--- src/design/pwd_map.svh ---
/*
 * address map, passwords, field positions, reset values and timing counts
 * of the password protected watchdog timer.
 * assumes: included by bare name; definitions only.
 */
`ifndef PWD_MAP_SVH
`define PWD_MAP_SVH

// read addresses, low 16 bits of the cpu address
`define PWD_ADDR_CTRL       16'hffa8
`define PWD_ADDR_CNT        16'hffa9
`define PWD_ADDR_RST        16'hffab
// word write addresses
`define PWD_ADDR_CTRL_WR    16'hffa8
`define PWD_ADDR_RST_WR     16'hffaa

// passwords carried in the upper byte of a word write
`define PWD_PASS_CNT        8'h5a
`define PWD_PASS_CTRL       8'ha5
`define PWD_PASS_RST_CLR    8'ha5
`define PWD_PASS_RST_OE     8'h5a
`define PWD_RST_CLR_DATA    8'h00

// field positions
`define PWD_BIT_OVF         7
`define PWD_BIT_WT          6
`define PWD_BIT_TME         5
`define PWD_BIT_WATCHDOG_RESET_FLAG        7
`define PWD_BIT_RESET_OUTPUT_ENABLE       6

// reset values and fixed read bits
`define PWD_CTRL_RESET      8'h18
`define PWD_CNT_RESET       8'h00
`define PWD_RST_RESET       8'h3f
`define PWD_CTRL_FIXED      2'b11
`define PWD_RST_FIXED       6'h3f

// reset pulse lengths in states, one state being one clk_sys period (10 ns)
`define PWD_CLK_NS          10
`define PWD_INT_RST_STATES  518
`define PWD_EXT_RST_STATES  132
`define PWD_INT_RST_CYC     (`PWD_INT_RST_STATES)
`define PWD_EXT_RST_CYC     (`PWD_EXT_RST_STATES)

`endif

--- src/design/pwd_pkg.sv ---
/*
 * types of the password protected watchdog timer.
 * assumes: compiled before every module of the block.
 */
package pwd_pkg;

    // register state of the core
    typedef struct packed {
        logic       ovf;
        logic       wt;
        logic       timer_run_enable;
        logic [2:0] cks;
        logic [7:0] cnt;
        logic       watchdog_reset_flag;
        logic       reset_output_enable;
        logic       ovf_armed;
        logic       watchdog_reset_flag_armed;
        logic [7:0] rdata;
    } pwd_core_t;

    // state of the reset pulse generator
    typedef struct packed {
        logic [9:0] cnt;
        logic       int_rst;
        logic       ext_rst;
    } pwd_pulse_t;

    // state of the prescaler
    typedef struct packed {
        logic [11:0] cnt;
        logic        tick;
    } pwd_presc_t;

endpackage

--- src/design/pwd_prescaler.sv ---
/*
 * free running prescaler: one-cycle tick at clk_sys divided by
 * 2, 32, 64, 128, 256, 512, 2048 or 4096 as the 3-bit select picks.
 * assumes: single clk_sys domain, select changed only while the counter is halted.
 */
`timescale 1ns/1ps
module pwd_prescaler (
    // clock and reset
    input  wire logic       clk_sys,
    input  wire logic       rstn,
    // divider select and tick
    input  wire logic [2:0] cks,
    output logic            tick
);
    import pwd_pkg::*;

    pwd_presc_t s_reg;
    pwd_presc_t s_next;

    // low mask of the divider: tick when all masked bits are ones
    function automatic logic [11:0] div_mask(input logic [2:0] sel);
        case (sel)
            3'h0:    div_mask = 12'h001;
            3'h1:    div_mask = 12'h01f;
            3'h2:    div_mask = 12'h03f;
            3'h3:    div_mask = 12'h07f;
            3'h4:    div_mask = 12'h0ff;
            3'h5:    div_mask = 12'h1ff;
            3'h6:    div_mask = 12'h7ff;
            default: div_mask = 12'hfff;
        endcase
    endfunction

    // counter never stops, so a running timer sees evenly spaced ticks
    always_comb begin
        s_next      = s_reg;
        s_next.cnt  = s_reg.cnt + 12'h001;
        s_next.tick = ((s_reg.cnt & div_mask(cks)) == div_mask(cks)); // [RULE_07]
    end

    always_ff @(posedge clk_sys or negedge rstn) begin
        if (!rstn) begin
            s_reg <= '0;
        end else begin
            s_reg <= s_next;
        end
    end

    assign tick = s_reg.tick;
endmodule

--- src/design/pwd_reset_pulse.sv ---
/*
 * reset pulse generator: on a fire pulse holds the internal chip reset
 * for a fixed number of states and, if enabled, the external reset for fewer.
 * assumes: single clk_sys domain; fire is a one-cycle pulse.
 */
`timescale 1ns/1ps
`include "pwd_map.svh"
module pwd_reset_pulse #(
    parameter int INT_CYC = `PWD_INT_RST_CYC,
    parameter int EXT_CYC = `PWD_EXT_RST_CYC
) (
    // clock and reset
    input  wire logic clk_sys,
    input  wire logic rstn,
    // trigger
    input  wire logic fire,
    input  wire logic ext_en,
    // pulses, high while active
    output logic      int_rst,
    output logic      ext_rst
);
    import pwd_pkg::*;

    localparam logic [9:0] INT_LAST = 10'(INT_CYC - 1);
    localparam logic [9:0] EXT_LAST = 10'(INT_CYC - EXT_CYC);

    pwd_pulse_t s_reg;
    pwd_pulse_t s_next;

    // count down from the start; a new fire during a pulse is ignored
    always_comb begin
        s_next = s_reg;
        if (s_reg.int_rst) begin
            s_next.cnt     = s_reg.cnt - 10'h001;
            s_next.int_rst = (s_reg.cnt != 10'h000);            // [RULE_19]
            s_next.ext_rst = s_reg.ext_rst && (s_reg.cnt != EXT_LAST);
        end else if (fire) begin
            s_next.cnt     = INT_LAST;
            s_next.int_rst = 1'b1;                              // [RULE_19]
            s_next.ext_rst = ext_en;                            // [RULE_12]
        end
    end

    always_ff @(posedge clk_sys or negedge rstn) begin
        if (!rstn) begin
            s_reg <= '0;
        end else begin
            s_reg <= s_next;
        end
    end

    assign int_rst = s_reg.int_rst;
    assign ext_rst = s_reg.ext_rst;
endmodule

--- src/design/pwd_watchdog.sv ---
/*
 * password protected 8-bit watchdog / interval timer with its three
 * registers on the internal cpu bus, reset pulse generation and the
 * open-drain external reset output.
 * assumes: bus signals and standby come from logic on clk_sys; rstn is the
 * external reset pin, already synchronised in its release by the chip.
 */
// What this block does
// RULE_01 - 8-bit counter counts selected prescaler ticks while run enable is set
// RULE_02 - counter wrap from ff to 00 sets the overflow flag
// RULE_03 - counter is zero after any reset and while run enable is 0
// RULE_04 - overflow flag clears only by read-as-1 then write 0; writing 1 ignored
// RULE_05 - mode bit: 0 interval interrupt, 1 chip reset on overflow; resets 0
// RULE_06 - run enable 1 counts and enables interrupt; 0 holds zero; resets 0
// RULE_07 - 3-bit select picks clock divided by 2 up to 4096; resets 000
// RULE_08 - control bits 7..5 clear in reset and standby; bits 2..0 keep in standby
// RULE_09 - control bits 4 and 3 read as 1 always
// RULE_10 - reset status bits 7 and 6 initialised only by the reset pin
// RULE_11 - reset flag sets on watchdog reset; clears by pin or read-1 then write-0
// RULE_12 - reset output enable drives watchdog reset low on the pin; resets 0
// RULE_13 - reset status bits 5..0 fixed, read as 1
// RULE_14 - counter and control take only word writes with 5a or a5 password
// RULE_15 - counter and control share one write address, password selects target
// RULE_16 - reset status word writes: a5/00 clears flag, 5a loads output enable
// RULE_17 - byte readable at ffa8 control, ffa9 counter, ffab reset status
// RULE_18 - software clears standby before enabling watchdog; clears enable on standby
// RULE_19 - watchdog reset holds chip 518 states, external output 132 states
// RULE_20 - internal watchdog reset clears overflow flag but keeps reset flag
// RULE_21 - counter write in the same cycle as a tick wins, increment lost
// RULE_22 - interval interrupt requested whenever overflow flag is 1 in interval mode; the code also requires run enable to be 1
// RULE_23 - word writes with unknown password change no register
`timescale 1ns/1ps
`include "pwd_map.svh"
module pwd_watchdog #(
    parameter int INT_CYC = `PWD_INT_RST_CYC,
    parameter int EXT_CYC = `PWD_EXT_RST_CYC
) (
    // clock and reset
    input  wire logic        clk_sys,
    input  wire logic        rstn,
    // cpu bus, low 16 address bits
    input  wire logic [15:0] bus_addr,
    input  wire logic        bus_rd_en,
    input  wire logic        bus_wr_en,
    input  wire logic        bus_word,
    input  wire logic [15:0] bus_wdata,
    output logic [7:0]       bus_rdata,
    // system state
    input  wire logic        software_standby_bit,
    // events and resets
    output logic             interval_overflow_interrupt,
    output logic             chip_reset_n,
    output logic             external_reset_out_pin_o,
    output logic             external_reset_out_pin_oe
);
    import pwd_pkg::*;

    pwd_core_t s_reg;
    pwd_core_t s_next;

    logic tick;
    logic int_rst;
    logic ext_rst;
    logic fire;

    logic [7:0] ctrl_view;
    logic [7:0] rst_view;
    logic       wr_word;
    logic       wr_ctrl_addr;
    logic       wr_rst_addr;
    logic [7:0] wr_pass;
    logic [7:0] wr_data;
    logic       cnt_load;
    logic       ctrl_load;
    logic       overflow;

    // prescaler chosen by the clock select field
    pwd_prescaler u_presc (
        .clk_sys (clk_sys),
        .rstn    (rstn),
        .cks     (s_reg.cks),
        .tick    (tick)
    );

    // reset pulses after a watchdog overflow
    pwd_reset_pulse #(
        .INT_CYC (INT_CYC),
        .EXT_CYC (EXT_CYC)
    ) u_pulse (
        .clk_sys (clk_sys),
        .rstn    (rstn),
        .fire    (fire),
        .ext_en  (s_reg.reset_output_enable),
        .int_rst (int_rst),
        .ext_rst (ext_rst)
    );

    // read views with fixed ones in the reserved fields
    always_comb begin
        ctrl_view = {s_reg.ovf, s_reg.wt, s_reg.timer_run_enable, `PWD_CTRL_FIXED, s_reg.cks};  // [RULE_09]
        rst_view  = {s_reg.watchdog_reset_flag, s_reg.reset_output_enable, `PWD_RST_FIXED};                    // [RULE_13]
    end

    // word write decode; byte writes never reach a register
    always_comb begin
        wr_word      = bus_wr_en && bus_word && !int_rst;                       // [RULE_14]
        wr_pass      = bus_wdata[15:8];
        wr_data      = bus_wdata[7:0];
        wr_ctrl_addr = wr_word && (bus_addr == `PWD_ADDR_CTRL_WR);              // [RULE_15]
        wr_rst_addr  = wr_word && (bus_addr == `PWD_ADDR_RST_WR);
        cnt_load     = wr_ctrl_addr && (wr_pass == `PWD_PASS_CNT);              // [RULE_14] [RULE_23]
        ctrl_load    = wr_ctrl_addr && (wr_pass == `PWD_PASS_CTRL);             // [RULE_14] [RULE_23]
    end

    // wrap of the counter on a tick that a write does not override
    always_comb begin
        overflow = tick && s_reg.timer_run_enable && !cnt_load && (s_reg.cnt == 8'hff) && !int_rst;  // [RULE_02]
        fire     = overflow && s_reg.wt;                                                // [RULE_05]
    end

    // register update; bus and standby clears are applied before the sets so a set wins
    always_comb begin
        s_next = s_reg;

        // bus reads: byte reads of the three registers
        if (bus_rd_en) begin
            if (bus_addr == `PWD_ADDR_CTRL) begin                               // [RULE_17]
                s_next.rdata = ctrl_view;
                if (s_reg.ovf) begin
                    s_next.ovf_armed = 1'b1;                                    // [RULE_04]
                end
            end else if (bus_addr == `PWD_ADDR_CNT) begin                       // [RULE_17]
                s_next.rdata = s_reg.cnt;
            end else if (bus_addr == `PWD_ADDR_RST) begin                       // [RULE_17]
                s_next.rdata = rst_view;
                if (s_reg.watchdog_reset_flag) begin
                    s_next.watchdog_reset_flag_armed = 1'b1;                                   // [RULE_11]
                end
            end else begin
                s_next.rdata = 8'h00;
            end
        end

        // counter: count, then a write wins over the same-cycle tick
        if (tick && s_reg.timer_run_enable) begin
            s_next.cnt = s_reg.cnt + 8'h01;                                     // [RULE_01]
        end
        if (cnt_load) begin
            s_next.cnt = wr_data;                                               // [RULE_21]
        end

        // control write; the flag bit only accepts a 0 after an armed read
        if (ctrl_load) begin
            s_next.wt  = wr_data[`PWD_BIT_WT];                                  // [RULE_05]
            s_next.timer_run_enable = wr_data[`PWD_BIT_TME];                                 // [RULE_06]
            s_next.cks = wr_data[2:0];                                          // [RULE_07]
            if (!wr_data[`PWD_BIT_OVF] && s_reg.ovf_armed) begin
                s_next.ovf = 1'b0;                                              // [RULE_04]
            end
            s_next.ovf_armed = 1'b0;
        end

        // reset status write: clear flag or load the output enable
        if (wr_rst_addr) begin
            if (wr_pass == `PWD_PASS_RST_CLR && wr_data == `PWD_RST_CLR_DATA && s_reg.watchdog_reset_flag_armed) begin
                s_next.watchdog_reset_flag = 1'b0;                                             // [RULE_16]
            end else if (wr_pass == `PWD_PASS_RST_OE) begin
                s_next.reset_output_enable = wr_data[`PWD_BIT_RESET_OUTPUT_ENABLE];                         // [RULE_16]
            end
            s_next.watchdog_reset_flag_armed = 1'b0;
        end

        // standby clears bits 7..5 but keeps the clock select
        if (software_standby_bit) begin
            s_next.ovf = 1'b0;                                                  // [RULE_08]
            s_next.wt  = 1'b0;
            s_next.timer_run_enable = 1'b0;
        end

        // halted counter sits at zero
        if (!s_next.timer_run_enable) begin
            s_next.cnt = `PWD_CNT_RESET;                                        // [RULE_03]
        end

        // overflow sets come last so an event beats a same-cycle clear
        if (overflow) begin
            s_next.ovf = 1'b1;                                                  // [RULE_02]
        end
        if (fire) begin
            s_next.watchdog_reset_flag = 1'b1;                                                 // [RULE_11]
        end
        if (!s_next.ovf) begin
            s_next.ovf_armed = 1'b0;
        end
        if (!s_next.watchdog_reset_flag) begin
            s_next.watchdog_reset_flag_armed = 1'b0;
        end

        // internal watchdog reset: control and counter back to reset values,
        // reset flag and output enable survive so software can see the cause
        if (int_rst) begin
            s_next.ovf       = 1'b0;                                            // [RULE_20]
            s_next.wt        = 1'b0;
            s_next.timer_run_enable       = 1'b0;
            s_next.cks       = 3'h0;
            s_next.cnt       = `PWD_CNT_RESET;                                  // [RULE_03]
            s_next.ovf_armed = 1'b0;
        end
    end

    // the pin reset restores everything, including reset status bits 7 and 6
    always_ff @(posedge clk_sys or negedge rstn) begin
        if (!rstn) begin
            s_reg            <= '0;                                             // [RULE_10]
        end else begin
            s_reg            <= s_next;
        end
    end

    // interval request is a level, gone as soon as the flag is cleared
    assign interval_overflow_interrupt = s_reg.ovf && !s_reg.wt && s_reg.timer_run_enable;   // [RULE_22]
    assign bus_rdata                   = s_reg.rdata;
    assign chip_reset_n                = !int_rst;                              // [RULE_19]
    // open drain: only ever pulls low, released otherwise
    assign external_reset_out_pin_o    = 1'b0;
    assign external_reset_out_pin_oe   = ext_rst;                               // [RULE_12]
endmodule

--- config.mk ---
export PLATFORM = sky130hd
export DESIGN_NAME = pwd_watchdog
export DESIGN_NICKNAME = d
export VERILOG_FILES = /design/src/design/pwd_pkg.sv /design/src/design/pwd_prescaler.sv /design/src/design/pwd_reset_pulse.sv /design/src/design/pwd_watchdog.sv
export VERILOG_INCLUDE_DIRS = /design/src /design/src/design
export SDC_FILE = /design/constraint.sdc
export NUM_CORES = 1
export LEC_CHECK = 0
export BUFFER_PORTS_ARGS = -buffer_cell sky130_fd_sc_hd__buf_4
export CAP_MARGIN = 20
export CORE_UTILIZATION = 60
export CTS_CLUSTER_SIZE = 12
export DETAILED_ROUTE_END_ITERATION = 16
export GPL_ROUTABILITY_DRIVEN = 0
export PLACE_DENSITY_LB_ADDON = 0.3
export REMOVE_ABC_BUFFERS = 1
export SLEW_MARGIN = 25
export SYNTH_ARGS = -nofsm -noshare
export SYNTH_HDL_FRONTEND = slang
export SYNTH_SLANG_ARGS = --single-unit
--- constraint.sdc ---
create_clock -name clk_sys -period 5.1 [get_ports clk_sys]
set_input_delay 0.51 -clock clk_sys [delete_from_list [all_inputs] [get_ports clk_sys]]
set_output_delay 0.51 -clock clk_sys [all_outputs]
set_load 0.05 [all_outputs]
* Word-level counts from Yosys, hierarchy flattened
Cells that the tools add are included.
** Storage, ports and cells
- Register bits :: 51
- Output and inout bits :: 12
** Cells by class
- Add/subtract/negate cells :: 3
- Equal/unequal tests :: 24
- Muxes and demuxes :: 31
- Bitwise logic cells :: 2
- Reduce and logical (&&, ||, !) cells :: 30
** Operator list (count)
- $pmux 12 s7 :: 1
- $eq 16x16->1 const B :: 4
- $mux 8 :: 6
- $mux 12 :: 2
- $logic_and 1x1->1 :: 17
- $mux 1 :: 17
- $eq 8x8->1 const B :: 2
- $ne 4x3->1 const B :: 4
- $mux 14 :: 1
- $add 12x1->12 const B :: 1
- $and 12x12->12 :: 1
- $eq 12x12->1 :: 1
- $mux 10 :: 1
- $ne 10x9->1 const B :: 1
- $reduce_bool 10->1 :: 1
- $sub 10x1->10 const B :: 1
- $eq 3x3->1 const B :: 3
- $add 8x1->8 const B :: 1
- $eq 8x7->1 const B :: 1
- $logic_not 8->1 :: 1
- $eq 3x2->1 const B :: 2
- $mux 6 :: 1
- $ne 3x2->1 const B :: 2
- $ne 3x3->1 const B :: 2
- 11 further kinds :: 16

* Longest topological paths before layout
- Word-level depth :: 12
- Gate-level depth with buffers :: 7
- Gate-level depth less buffers :: 6

* Modules after synthesis
From an unflattened synthesis, not the netlist that was laid out.
** Unflattened totals
- Cell total of the unflattened synthesis :: 303
- Area total of the unflattened synthesis :: 2966.6 µm²
** By module, submodules not included
- pwd_watchdog :: times used 1, cells each 196, area each 1780.5 µm², sequential area each 650.6 µm²
- pwd_reset_pulse :: times used 1, cells each 58, area each 616.8 µm², sequential area each 300.3 µm²
- pwd_prescaler :: times used 1, cells each 49, area each 569.3 µm², sequential area each 325.3 µm²

* Worst setup path after synthesis
OpenSTA, ideal clock, no wires.
- Path type :: input to register
- From :: input port bus_addr[6]
- To :: register s_reg[13] (netlist bit)
- Setup time :: 0.147 ns
- Arrival :: 2.343 ns
- Required time :: 4.953 ns
- Slack :: 2.610 ns
- Stages :: 6
- Buffers on the path :: 1
- Cell sequence :: nand4bb_1 > or4_4 > buf_6 > nor3b_4 > mux2i_2 > nor4_1
** Between the ends
- Word-level cells in the longest chain between the ends :: 7
** RTL lines
- start, declared :: RTL line pwd_watchdog.sv:42 : input wire logic [15:0] bus_addr,
- $eq 16x16->1 (no line) *
- $logic_and 1x1->1 * :: RTL line pwd_watchdog.sv:109 : wr_ctrl_addr = wr_word && (bus_addr == `PWD_ADDR_CTRL_WR);
- $logic_and 1x1->1 :: RTL line pwd_watchdog.sv:112 : ctrl_load = wr_ctrl_addr && (wr_pass == `PWD_PASS_CTRL);
- $mux 6 :: RTL line pwd_watchdog.sv:153 : if (ctrl_load) begin
- $mux 3 :: RTL line pwd_watchdog.sv:174 : if (software_standby_bit) begin
- $mux 8 :: RTL line pwd_watchdog.sv:181 : if (!s_next.timer_run_enable) begin
- $mux 14 :: RTL line pwd_watchdog.sv:201 : if (int_rst) begin
- end signal, assigned :: RTL line pwd_watchdog.sv:216 : s_reg <= s_next;
- end, declared :: RTL line pwd_watchdog.sv:58 : pwd_core_t s_reg;
Mark *: on every way between the ends. The rest lies on a longest branch, timed or not. The select of a mux whose other input is x is not followed.
A chain may end at the register's enable or synchronous reset.

* Final worst setup path
Same ends and word-level chain as after synthesis.

==> tab_implementation.tex <==
\begin{tabular}{lr}
\hline
Metric & Value \\
\hline
\multicolumn{2}{l}{\textbf{Global route}} \\
Number of global-route vias before repair & 2169 \\
Initial antenna violation count & 0 \\
GRT Residual Overflow & 0 \\
Overall fraction of global-route tracks in use & 0.256 \\
Global-route wire length before repair & 9810 um \\
Pin count of the biggest net entering global routing & 52 \\
\multicolumn{2}{l}{\textbf{Clock tree}} \\
Sink Count & 51 \\
Clock transition at the registers of the reported paths & 0.09 ns \\
Number of cells upsized or downsized after cts & 0 \\
Clock insertion delay at the later pin of the skew report & 0.31 ns \\
Clock root cell & clkbuf\_8 \\
Hold buffer count at CTS & 0 \\
Num CTS Buffers & 5 \\
Post-CTS setup buffer count & 0 \\
H-tree level count & 2 \\
CTS tree & yes \\
Maximum clock insertion buffer count & 2 \\
\multicolumn{2}{l}{\textbf{STA}} \\
Final hold violation count & 0 \\
Unrepaired setup endpoints after global routing & false \\
Clock period minus worst slack & 2.60 ns \\
Maximum operating frequency & 384 MHz \\
Final sum of negative setup slack & 0 ns \\
Final setup violation count & 0 \\
Crit share post-route & 0.511 \\
Relative slew margins & 0.503 \\
Worst-margin pin slew & 0.739 ns \\
Clk\_skew & 0.00878 ns \\
Slew Limit Fails & 0 \\
\multicolumn{2}{l}{\textbf{Final layout}} \\
Area of combinational cells with multiple inputs & 1350 um\^{}2 \\
Cell area after layout & 3220 um\^{}2 \\
Antenna cell count & 0 \\
Most common cell after layout, fill and taps aside & dfrtp\_1 \\
Final standard cell utilization of the core & 0.734 \\
Total of fill cells in the finished design & 330 \\
Share of layout cells above drive strength 1 & 0.237 \\
Total number of nets in the final design & 358 \\
Max reg flops & 12 \\
Area growth from synthesis to layout & 16.2\% \\
Register Area & 1280 um\^{}2 \\
Leading cell types in the layout, fill and taps excluded & dfrtp\_1 (51), buf\_4 (48), nor2\_1 (27), nand2\_1 (24), nand3\_1 (14) \\
\multicolumn{2}{l}{\textbf{Floorplan}} \\
Core outline area & 4380 um\^{}2 \\
FP Rows & 24 \\
DIE AREA & 4890 um\^{}2 \\
Initial standard-cell utilization of the core & 0.632 \\
Die outline height & 69.9 um \\
Number of primary I/O pins & 50 \\
Die Width & 69.9 um \\
\multicolumn{2}{l}{\textbf{Detailed routing}} \\
DR vias/cell & 5.92 \\
Wire length reported by the detailed router & 5800 um \\
Number of DRC markers after the initial detailed-route iteration & 175 \\
Length of the first detailed-routing pass in iterations & 4 \\
Vias & 2183 \\
Wire length per cell after detailed routing & 15.7 um \\
Remaining number of nets flagged by the antenna check after routing & 0 \\
DRC violation count after routing & 0 \\
\multicolumn{2}{l}{\textbf{Power}} \\
Total power per unit cell area & 233 nW/um\^{}2 \\
Peak supply drop & 187 uV \\
Leakage component of the power & 1.43 nW \\
Total power & 0.748 mW \\
\multicolumn{2}{l}{\textbf{Flow run}} \\
Max cap viols & 0 \\
\multicolumn{2}{l}{\textbf{Worst setup path}} \\
Worst reg2reg endpoint & s\_reg[13] \\
Number of cell instances on the worst register-to-register path & 5 \\
Critical path cell sequence & buf\_4, nand4bb\_1, nor4\_2, nand3\_1, and3\_1, nor4\_1 \\
Type of destination of the critical path & flop \\
Worst R2R Start & u\_pulse.int\_rst \\
Startpoint types & primary input \\
Worst Setup Path Type & in -> reg \\
Data arrival at the endpoint of the critical path & 2.80 ns \\
Max FO, Critical Path & 13 \\
Minimum setup slack among reg-to-reg paths & 2.65 ns \\
CP Buf/Inv Count & 1 \\
Cell family contributing the most delay on the critical path & simple AND/OR/NAND/NOR gates \\
Delay of the slowest cell on the worst path & 0.69 ns \\
CP Data Required Time & 5.30 ns \\
Highest-delay cell along the critical path & nor4\_2 \\
\multicolumn{2}{l}{\textbf{Place}} \\
Number of port buffers & 48 \\
Post-detailed-placement cell area & 3100 um\^{}2 \\
HPWL after DPL & 4390 um \\
\multicolumn{2}{l}{\textbf{Synthesis}} \\
Distinct cell type count of the synthesized netlist & 56 \\
Ranking of synthesized cells by area & dfrtp\_1 (46\%), xnor2\_1 (4.1\%), nor2\_1 (3.7\%) \\
Number of warnings printed during yosys synthesis & 0 \\
Fraction of synthesis flops using an asynchronous set or reset pin & 1.00 \\
Top-area cell type share of the netlist area & 0.461 \\
Number of enable-type register cells in the synthesized netlist & 0 \\
Netlist Area Pre-Place & 2770 um\^{}2 \\
Syn Area/Cell & 9.96 um\^{}2 \\
Instance count of the mapped netlist & 278 \\
Dominant cell type by area after synthesis & dfrtp\_1 \\
Sequential-to-total area share from yosys stat & 0.461 \\
Dominant synthesized flop cell & dfrtp\_1 \\
Synth Register Bits & 51 \\
\multicolumn{2}{l}{\textbf{Run status}} \\
Status & finished, final reports clean \\
\multicolumn{2}{l}{\textbf{Hold path}} \\
Classification of the worst-slack hold path & in -> async \\
\hline
\end{tabular}
==> Yosys cell counts, drive strengths merged, types with 2 or more instances <==
master	count
a2111oi	4
a21oi	2
a22o	2
and2	2
and3	4
and4	3
buf	11
clkbuf	6
dfrtp	51
ha	4
inv	11
mux2	7
mux2i	5
nand2	24
nand2b	3
nand3	14
nand4	8
nor2	27
nor2b	5
nor3	8
nor3b	2
nor4	5
nor4b	2
nor4bb	2
o211ai	3
o21ai	12
o22ai	5
o31ai	2
or3	2
or4bb	2
xnor2	13
xor2	9
==> worst max path at each step <==
| stage | from | end | slack [ns] | depth (start not counted) |
|---|---|---|---|---|
| 3_3_place_gp | bus_addr[6] | s_reg[13] | 2.35 | 6 |
| 3_5_place_dp | bus_addr[6] | s_reg[13] | 2.19 | 6 |
| 4_1_cts | bus_addr[6] | s_reg[13] | 2.51 | 6 |
| 2_1_floorplan | bus_addr[6] | s_reg[13] | 2.67 | 5 |
| 5_1_grt | bus_addr[6] | s_reg[13] | 2.26 | 6 |
| 6_report | bus_addr[6] | s_reg[13] | 2.50 | 6 |
==> per-stage QoR <==
stage	std cells	hold WS, ns	worst slack [ns]
floorplan	261	0.214	2.67
global placement	361	0.461	2.35
detailed placement	361	0.461	2.19
CTS	369	0.236	2.51
global route	369	0.261	2.26
finish	369	0.215	2.50
==> layer usage <==
| layer | GRT usage | vias up | wire length (um) |
|---|---|---|---|
| li1 | - | 1070 | - |
| met1 | 0.324 | 1049 | 2490 |
| met2 | 0.424 | 52 | 2950 |
| met3 | 0.0606 | 12 | 263 |
| met4 | 0.102 | 0 | 104 |
| met5 | 0 | - | 0 |
==> cells by family after synthesis <==
family / Yosys count / synth area share
buffers and inverters: 28 / 0.0528
adder cells (fa/ha/maj): 4 / 0.0181
other: 1 / 0.00135
AND/OR/NAND/NOR: 119 / 0.237
XOR/XNOR: 22 / 0.0696
multiplexers: 12 / 0.0479
AO/OA/AOI/OAI: 41 / 0.112
flip-flops: 51 / 0.461
==> area by class of cell <==
class	instances	share of cell area
flip-flops and latches	51	0.397
repair buffers	48	0.112
clock buffers	6	0.0257
multi-input cells	199	0.421
clock inverters	2	0.0121
well taps	52	0.0202
inverters	11	0.0128
==> worst register-to-register path: stages (launching register included) <==
cell and delay (ns):
dfrtp_1 0.52, and3b_1 0.32, and2_0 0.29, nor3b_4 0.44, mux2i_2 0.60, nor4_1 0.15
==> power breakdown <==
part | internal [mW] | switching [mW] | total (mW)
sequential | 0.404 | 0.00000529 | 0.404
combinational | 0.0228 | 0.0231 | 0.0459
clock | 0.161 | 0.137 | 0.298
total | 0.588 | 0.160 | 0.748
(Power assumes the default switching activity.)
